[src/pkg/acr_regs.vh]
// Constants for the asynchronous receive clock and data recovery block.
// Assumes inclusion by bare name from the design files.
`ifndef ACR_REGS_VH
`define ACR_REGS_VH
`define ACR_SPB_NORMAL      5'h10
`define ACR_SPB_DOUBLE      5'h08
`define ACR_VOTE_FIRST_NRM  5'h08
`define ACR_VOTE_FIRST_DBL  5'h04
`define ACR_DBITS_MIN       4'h5
`define ACR_DBITS_MAX       4'ha
`define ACR_DBITS_RST       4'h8
`define ACR_FIFO_DEPTH      16
`define ACR_CLK_HZ          20000000
`endif

[src/verilog/acr_rx_recovery.v]
// Asynchronous receive clock and data recovery with a 16-word output FIFO.
// Assumes sample_tick pulses at 16x (8x in double speed) the baud rate.
//
// Summary of operation
// - A falling edge on the idle-high line starts start-bit detection.
// - First low sample is 1; start validated on samples 8-10 or 4-6.
// - Two or more high validation samples reject start as noise; hunt again.
// - Valid start resynchronises sample timing, fresh for every frame.
// - Sixteen sample states per bit normally, eight in double speed.
// - Data and parity vote on samples 8-10, or 4-6 in double speed.
// - Bit is one when two or three votes high, else zero.
// - Recover bits through the first stop bit; ignore later stop bits.
// - Stop bit voted alike; zero sets the frame error flag.
// - New start edge accepted right after last stop vote sample.
// - Data plus parity bits per frame range from five to ten.
// - Each end should keep within half the total tolerance, e.g. 2.0 percent.
// - Line sampled at 16x baud normally, 8x in double speed.
`timescale 1ns/100ps
`include "acr_regs.vh"
module acr_rx_recovery #(
   parameter FIFO_DEPTH = `ACR_FIFO_DEPTH,
   parameter FIFO_AW    = 4
) (
   input  wire        clk,
   input  wire        rst_n,
   input  wire        clk_en,
   input  wire        rx_enable,
   input  wire        sample_tick,
   input  wire        double_speed_select,
   input  wire [3:0]  frame_bits,
   input  wire        rx_line,
   output wire        rx_valid,
   input  wire        rx_ready,
   output wire [9:0]  rx_data,
   output wire        frame_error_flag,
   output reg         frame_drop_ff,
   output reg         busy_ff
);
   localparam ST_IDLE  = 2'b00;
   localparam ST_START = 2'b01;
   localparam ST_BITS  = 2'b10;

   reg [2:0] sync_ff;
   reg       line_ff;
   reg       prev_ff;
   reg [1:0] state_ff;
   reg [4:0] samp_ff;
   reg [2:0] vote_ff;
   reg [3:0] bit_idx_ff;
   reg [3:0] nbits_ff;
   reg       dbl_ff;
   reg [9:0] shift_ff;
   reg       push_ff;
   reg [10:0] push_data_ff;
   reg       nxt_line;
   wire      fifo_in_ready;
   wire [10:0] fifo_out;
   wire      vote_bit;
   wire      vote_last;
   wire [4:0] spb;
   wire [4:0] vfirst;
   wire [3:0] nbits_clamped;

   assign spb    = dbl_ff ? `ACR_SPB_DOUBLE : `ACR_SPB_NORMAL;
   assign vfirst = dbl_ff ? `ACR_VOTE_FIRST_DBL : `ACR_VOTE_FIRST_NRM;
   assign vote_bit = (vote_ff[0] & vote_ff[1]) | (vote_ff[1] & vote_ff[2]) | (vote_ff[0] & vote_ff[2]);
   // stop vote includes the sample on this tick
   assign vote_last = (vote_ff[0] & vote_ff[1]) | (vote_ff[1] & line_ff) | (vote_ff[0] & line_ff);
   assign nbits_clamped = (frame_bits < `ACR_DBITS_MIN) ? `ACR_DBITS_MIN :
                          (frame_bits > `ACR_DBITS_MAX) ? `ACR_DBITS_MAX : frame_bits;

   // pin synchroniser; change counts once stages two and three agree
   always @* begin
      nxt_line = line_ff;
      if (sync_ff[1] == sync_ff[2]) begin
         nxt_line = sync_ff[2];
      end
   end

   always @(posedge clk) begin
      if (!rst_n) begin
         sync_ff <= 3'h7;
         line_ff <= 1'b1;
      end else if (clk_en) begin
         sync_ff <= {sync_ff[1:0], rx_line};
         line_ff <= nxt_line;
      end
   end

   always @(posedge clk) begin
      if (!rst_n) begin
         state_ff     <= ST_IDLE;
         prev_ff      <= 1'b1;
         samp_ff      <= 5'h00;
         vote_ff      <= 3'h0;
         bit_idx_ff   <= 4'h0;
         nbits_ff     <= `ACR_DBITS_RST;
         dbl_ff       <= 1'b0;
         shift_ff     <= 10'h000;
         push_ff      <= 1'b0;
         push_data_ff <= 11'h000;
         frame_drop_ff <= 1'b0;
         busy_ff      <= 1'b0;
      end else if (clk_en) begin
         frame_drop_ff <= 1'b0;
         if (push_ff & fifo_in_ready) begin
            push_ff <= 1'b0;
         end
         if (!rx_enable) begin
            state_ff <= ST_IDLE;
            busy_ff  <= 1'b0;
            prev_ff  <= 1'b1;
         end else if (sample_tick) begin
            prev_ff <= line_ff;
            case (state_ff)
               ST_IDLE: begin
                  if (prev_ff & ~line_ff) begin
                     samp_ff  <= 5'h01;
                     dbl_ff   <= double_speed_select;
                     nbits_ff <= nbits_clamped;
                     state_ff <= ST_START;
                     busy_ff  <= 1'b1;
                  end
               end
               ST_START: begin
                  samp_ff <= samp_ff + 5'h01;
                  if (samp_ff + 5'h01 >= vfirst && samp_ff + 5'h01 <= vfirst + 5'h02) begin
                     vote_ff <= {vote_ff[1:0], line_ff};
                  end
                  if (samp_ff == vfirst + 5'h02) begin
                     if (vote_bit) begin
                        state_ff <= ST_IDLE;
                        busy_ff  <= 1'b0;
                     end
                  end
                  // resync; bit period of spb states
                  if (samp_ff == spb) begin
                     samp_ff    <= 5'h02;
                     bit_idx_ff <= 4'h0;
                     state_ff   <= ST_BITS;
                  end
               end
               ST_BITS: begin
                  samp_ff <= (samp_ff == spb) ? 5'h01 : samp_ff + 5'h01;
                  if (samp_ff >= vfirst && samp_ff <= vfirst + 5'h02) begin
                     vote_ff <= {vote_ff[1:0], line_ff};
                  end
                  if (samp_ff == vfirst + 5'h02) begin
                     if (bit_idx_ff == nbits_ff) begin
                        // stop vote, frame error; later stops ignored
                        if (push_ff & ~fifo_in_ready) begin
                           frame_drop_ff <= 1'b1;
                        end else begin
                           push_ff      <= 1'b1;
                           push_data_ff <= {~vote_last, shift_ff >> (4'ha - nbits_ff)};
                        end
                        // hunt right after last vote sample
                        state_ff <= ST_IDLE;
                        busy_ff  <= 1'b0;
                        prev_ff  <= 1'b1;
                     end
                  end
                  if (samp_ff == spb && bit_idx_ff != nbits_ff) begin
                     shift_ff   <= {vote_bit, shift_ff[9:1]};
                     bit_idx_ff <= bit_idx_ff + 4'h1;
                  end
               end
               default: begin
                  state_ff <= ST_IDLE;
               end
            endcase
         end
      end
   end

   acr_fifo #(
      .WIDTH (11),
      .DEPTH (FIFO_DEPTH),
      .AW    (FIFO_AW)
   ) u_fifo (
      .clk       (clk),
      .rst_n     (rst_n),
      .clk_en    (clk_en),
      .in_valid  (push_ff),
      .in_ready  (fifo_in_ready),
      .in_data   (push_data_ff),
      .out_valid (rx_valid),
      .out_ready (rx_ready),
      .out_data  (fifo_out)
   );

   assign rx_data          = fifo_out[9:0];
   assign frame_error_flag = fifo_out[10];
endmodule // acr_rx_recovery

[src/verilog/acr_fifo.v]
// Synchronous FIFO with valid/ready on both sides.
// Assumes one clock, synchronous active-low reset, clock enable.
`timescale 1ns/100ps
module acr_fifo #(
   parameter WIDTH = 11,
   parameter DEPTH = 16,
   parameter AW    = 4
) (
   input  wire             clk,
   input  wire             rst_n,
   input  wire             clk_en,
   input  wire             in_valid,
   output wire             in_ready,
   input  wire [WIDTH-1:0] in_data,
   output wire             out_valid,
   input  wire             out_ready,
   output wire [WIDTH-1:0] out_data
);
   reg [WIDTH-1:0] mem [0:DEPTH-1];
   reg [AW-1:0]    wr_ptr_ff;
   reg [AW-1:0]    rd_ptr_ff;
   reg [AW:0]      count_ff;
   wire            push;
   wire            pop;

   assign in_ready  = (count_ff != DEPTH[AW:0]);
   assign out_valid = (count_ff != {(AW+1){1'b0}});
   assign out_data  = mem[rd_ptr_ff];
   assign push      = in_valid & in_ready & clk_en;
   assign pop       = out_valid & out_ready & clk_en;

   always @(posedge clk) begin
      if (push) begin
         mem[wr_ptr_ff] <= in_data;
      end
   end

   always @(posedge clk) begin
      if (!rst_n) begin
         wr_ptr_ff <= {AW{1'b0}};
         rd_ptr_ff <= {AW{1'b0}};
         count_ff  <= {(AW+1){1'b0}};
      end else begin
         if (push) begin
            wr_ptr_ff <= (wr_ptr_ff == DEPTH[AW-1:0] - 1'b1) ? {AW{1'b0}} : wr_ptr_ff + 1'b1;
         end
         if (pop) begin
            rd_ptr_ff <= (rd_ptr_ff == DEPTH[AW-1:0] - 1'b1) ? {AW{1'b0}} : rd_ptr_ff + 1'b1;
         end
         if (push & ~pop) begin
            count_ff <= count_ff + 1'b1;
         end else if (pop & ~push) begin
            count_ff <= count_ff - 1'b1;
         end
      end
   end
endmodule // acr_fifo

[config.mk]
export PLATFORM = sky130hd
export DESIGN_NAME = acr_rx_recovery
export DESIGN_NICKNAME = d
export VERILOG_FILES = /design/src/verilog/acr_rx_recovery.v /design/src/verilog/acr_fifo.v
export VERILOG_INCLUDE_DIRS = /design/src /design/src/pkg
export SDC_FILE = /design/constraint.sdc
export NUM_CORES = 1
export LEC_CHECK = 0
export ABC_AREA = 1
export BUFFER_PORTS_ARGS = -buffer_cell sky130_fd_sc_hd__buf_2
export CAP_MARGIN = 20
export CORE_ASPECT_RATIO = 0.75
export CORE_MARGIN = 3
export CORE_UTILIZATION = 25
export CTS_BUF_LIST = sky130_fd_sc_hd__clkbuf_8
export CTS_CLUSTER_SIZE = 30
export DETAILED_ROUTE_END_ITERATION = 8
export PLACE_DENSITY = 0.43
export SYNTH_ARGS = -nofsm -noshare
export SYNTH_HDL_FRONTEND = slang
export SYNTH_SLANG_ARGS = --single-unit
[constraint.sdc]
create_clock -name clk -period 4.69 [get_ports clk]
set_input_delay 0.938 -clock clk [delete_from_list [all_inputs] [get_ports clk]]
set_output_delay 0.938 -clock clk [all_outputs]
set_load 0.05 [all_outputs]
==> results_tabular.tex <==
\begin{tabular}{lr}
\hline
Metric & Value \\
\hline
\multicolumn{2}{l}{\textbf{Run status}} \\
Outcome & finished, final reports clean \\
\multicolumn{2}{l}{\textbf{Setup path}} \\
Logic depth of the worst register-to-register path & 12 \\
Number of buffer and inverter instances along the worst setup path & 2 \\
Slowest Stage Delay on Critical Path & 0.69 ns \\
WS Path Type & flip-flop to output pin \\
Critical-path maximum fanout & 88 \\
Family of cells with the greatest summed delay on the critical path & buffers and inverters \\
Arrival time worst endpoint & 2.66 ns \\
Critical path capture point type & output pin \\
Cell at the slowest stage of the critical path & sky130\_fd\_sc\_hd\_\_inv\_4 \\
Data required time at the worst endpoint & roughly 3.8 ns \\
Reg-to-reg setup timing slack & about 2.3 ns \\
Critical register-to-register path endpoint & u\_fifo.count\_ff[4]\$\_SDFFE\_PN0P\_ \\
Startpoint of the most critical register-to-register path & u\_fifo.count\_ff[0]\$\_SDFFE\_PN0P\_ \\
Critical-path cell list & inv\_4 > nor2\_1 > o21ai\_0 > o211ai\_1 > nand2\_1 > buf\_2 \\
Crit path launch type & flip-flop \\
\multicolumn{2}{l}{\textbf{Yosys}} \\
Post-synth cell types & 40 \\
Most used DFF post-synth & sky130\_fd\_sc\_hd\_\_edfxtp\_1 \\
Post-synth top area share & 0.4818 \\
Share of the yosys chip area belonging to registers & 0.6004 \\
Mean instance size in the synthesized netlist & 9.489 µm² \\
Cell Area, Synth & around 11000 µm² \\
Post-Syn Instances & between 1000 and 1500 \\
Flip-flop and latch count after synthesis & roughly 240 \\
Net count after synthesis & 1190 \\
Asr flop ratio synth & 0 \\
Yosys warning count & 0 \\
Number of enable flip-flop cells after synthesis & 176 \\
Synth area leader & sky130\_fd\_sc\_hd\_\_edfxtp\_1 \\
Top cells by area in the synthesized netlist & sky130\_fd\_sc\_hd\_\_edfxtp\_1 (48\%), sky130\_fd\_sc\_hd\_\_dfxtp\_1 (12\%), sky130\_fd\_sc\_hd\_\_nor2\_1 (7.8\%) \\
\multicolumn{2}{l}{\textbf{STA}} \\
Final hold violations & 0 \\
Period utilisation layout & 0.7664 \\
TNS Setup & 0 ns \\
Relative max-transition margin & 0.3260 \\
Upper clock frequency limit & 278.2 MHz \\
Slew @ Worst Pin & a little over 1 ns \\
Minimum setup slack in the final design & 1.096 ns \\
Clock Skew & 0.02563 ns \\
RSZ-0062 raised after global routing & no \\
Max-slew violations & 0 \\
Number of failing setup endpoints in the final timing report & 0 \\
Clock period minus worst slack & roughly 3.6 ns \\
Post-Route Hold Slack & between 0.4 and 0.5 ns \\
\multicolumn{2}{l}{\textbf{Layout}} \\
Fin cells & 1794 \\
Multi-input logic area & 3749 µm² \\
Area growth from synthesis to layout & 13.92\% \\
Net total in the final layout & around 1200 \\
Share of post-route cells with drive strength above 1 & 0.1020 \\
Antenna diodes & 0 \\
Reg area & 6589 µm² \\
Count of filler cells inserted in the layout & about 4400 \\
Utilization after layout & 0.2927 \\
Most frequent standard cell in the layout excluding fill and tap cells & sky130\_fd\_sc\_hd\_\_nor2\_1 \\
Commonest cells after routing, fill and taps aside & sky130\_fd\_sc\_hd\_\_nor2\_1 (229), sky130\_fd\_sc\_hd\_\_nand2\_1 (197), sky130\_fd\_sc\_hd\_\_edfxtp\_1 (176), sky130\_fd\_sc\_hd\_\_o21ai\_0 (118), sky130\_fd\_sc\_hd\_\_inv\_1 (97) \\
\multicolumn{2}{l}{\textbf{Routing}} \\
Antenna-violating nets left & 0 \\
Total routed wirelength & 28230 µm \\
Routed length per instance & 15.74 µm \\
DRT iter0 DRCs & 648 \\
DRC errors left & 0 \\
DR vias/cell & 4.435 \\
Total iterations of the first detailed-routing run & 5 \\
DR vias & 7957 \\
\multicolumn{2}{l}{\textbf{Power and ir drop}} \\
IR drop worst, VDD & 0.1633 mV \\
Ratio of total power to cell area & 389.0 nW/µm² \\
Static Leakage & 0.004738 µW \\
\multicolumn{2}{l}{\textbf{Clocking}} \\
Clock Sinks & 241 \\
Total of hold buffers inserted after clock tree synthesis & 0 \\
Clock latency on the worst-skew pair & 0.56 ns \\
Clock-pin slew on the worst setup and hold paths & 0.06 ns \\
H-tree level count & 2 \\
Max Root-Sink Buffers & 3 \\
Post-CTS Setup Inserts & 0 \\
Total CTS buffers & 43 \\
Gates resized, CTS repair & 0 \\
CTS tree & built \\
CTS Root Cell & sky130\_fd\_sc\_hd\_\_clkbuf\_8 \\
\multicolumn{2}{l}{\textbf{Placed design}} \\
Place WS & 1.598 ns \\
Final HPWL from detailed placement & $\sim$17000 µm \\
PortBufs & 25 \\
Final weighted congestion of routability-driven global placement & around 0.79 \\
Instance count after placement with tap cells included & 1718 \\
\multicolumn{2}{l}{\textbf{GRT}} \\
Antenna violations before repair & 0 \\
Global-route total usage across every layer & 0.1208 \\
Largest net degree at the start of global routing & 89 \\
First-pass GRT wire length & between 40000 and 50000 µm \\
Leftover overflow at the end of global routing & 0 \\
Via count of the first global-routing pass & 7491 \\
\multicolumn{2}{l}{\textbf{Job}} \\
Max capacitance violation total & 0 \\
\multicolumn{2}{l}{\textbf{Floorplanning}} \\
Chip Height & 187.4 µm \\
Initial standard-cell utilization of the core & 0.2569 \\
Num rows & 65 \\
Die Span X & 247.9 µm \\
Total Die Area & 46450 µm² \\
Top Ports & 26 \\
Core area & 42700 µm² \\
\multicolumn{2}{l}{\textbf{Worst hold path}} \\
Type of the most critical hold path & flip-flop to flip-flop \\
WHS Path Cells & 2 \\
Worst Min Path Start & sync\_ff[1]\$\_SDFFE\_PN1P\_ \\
Endpoint, Worst Hold & sync\_ff[1]\$\_SDFFE\_PN1P\_ \\
\hline
\end{tabular}
cell families (layout without fill, tap and decap cells):
logic type	Yosys count	in the layout	share of synthesized area
compound gates	211	211	0.1077
fa+ha+maj	22	22	0.02578
xor+xnor	13	13	0.01106
simple gates	524	524	0.1972
buf+inv	145	214	0.05783
flops	241	241	0.6004
tightest hold or removal path: stages (launching register included):
cell	delay (ns)
sky130_fd_sc_hd__dfxtp_1	0.33
sky130_fd_sc_hd__nand2_1	0.05
sky130_fd_sc_hd__nand3_1	0.05
Yosys cell counts, types with 2 or more instances:
cell type                  count
sky130_fd_sc_hd__nor2_1      229
sky130_fd_sc_hd__nand2_1     197
sky130_fd_sc_hd__edfxtp_1    176
sky130_fd_sc_hd__o21ai_0     118
sky130_fd_sc_hd__inv_1        85
sky130_fd_sc_hd__nand3_1      67
sky130_fd_sc_hd__dfxtp_1      65
sky130_fd_sc_hd__o211ai_1     45
sky130_fd_sc_hd__a21oi_1      39
sky130_fd_sc_hd__ha_1         21
sky130_fd_sc_hd__buf_2        18
sky130_fd_sc_hd__clkbuf_1     18
sky130_fd_sc_hd__buf_4        10
sky130_fd_sc_hd__nand4_1      10
sky130_fd_sc_hd__xor2_1        7
sky130_fd_sc_hd__nand2_2       6
sky130_fd_sc_hd__xnor2_1       5
sky130_fd_sc_hd__nor2_2        4
sky130_fd_sc_hd__buf_1         3
sky130_fd_sc_hd__buf_6         3
sky130_fd_sc_hd__clkinv_1      3
sky130_fd_sc_hd__o21ai_1       3
sky130_fd_sc_hd__a211oi_1      2
sky130_fd_sc_hd__a31oi_1       2
sky130_fd_sc_hd__inv_4         2
sky130_fd_sc_hd__nand2_4       2
sky130_fd_sc_hd__nand3b_1      2
sky130_fd_sc_hd__nor3_1        2
layout make-up:
class / instances / area share
sequential: 241 / 0.5273
multi-input combinational: 770 / 0.3000
tap: 569 / 0.05697
clock buffer: 44 / 0.04846
inverter: 92 / 0.02814
timing repair buffer: 46 / 0.02363
clock inverter: 32 / 0.01552
routing by layer:
metal,GRT usage,vias up,share of wire,wire [µm]
met5,0,-,0,0
met4,0.03791,0,0.025,703
met3,0.02193,52,0.038,1066
met2,0.1726,133,0.42,11730
met1,0.1829,3768,0.52,14730
li1,-,4004,-,-
registers in the layout, summed over array words and instances (netlist names), 2 cells and up, named ones only:
signal            cells
sync_ff               3
vote_ff               3
shift_ff             10
state_ff              2
u_fifo.count_ff       5
nbits_ff              4
u_fifo.rd_ptr_ff      4
push_data_ff         11
bit_idx_ff            4
u_fifo.mem          176
samp_ff               5
u_fifo.wr_ptr_ff      4
worst max-delay path by stage:
stage / slack, ns / cells after the start / end
6_report: 1.10 / 6 / rx_data[5]
5_1_grt: 0.88 / 8 / rx_data[5]
4_1_cts: 1.03 / 8 / rx_data[5]
3_5_place_dp: 1.60 / 14 / u_fifo.count_ff[4]$_SDFFE_PN0P_
3_3_place_gp: 1.60 / 8 / rx_data[5]
2_1_floorplan: 1.98 / 14 / u_fifo.count_ff[4]$_SDFFE_PN0P_
power by group:
part	internal (µW)	switching (µW)	total [µW]
logic	190	489	679
registers	2280	23.6	2310
clock network	987	887	1870
per-stage QoR:
| stage | total power (µW) | instance area [µm²] |
|---|---|---|
| after detailed placement | 3035 | 11700 |
| final | 4861 | 12500 |
| after CTS | 4942 | 12500 |
| after global routing | 5104 | 12500 |
| after global placement | 3037 | 11700 |
| after floorplan | 2866 | 10970 |
Note: power is estimated with default switching activity, not from simulation.
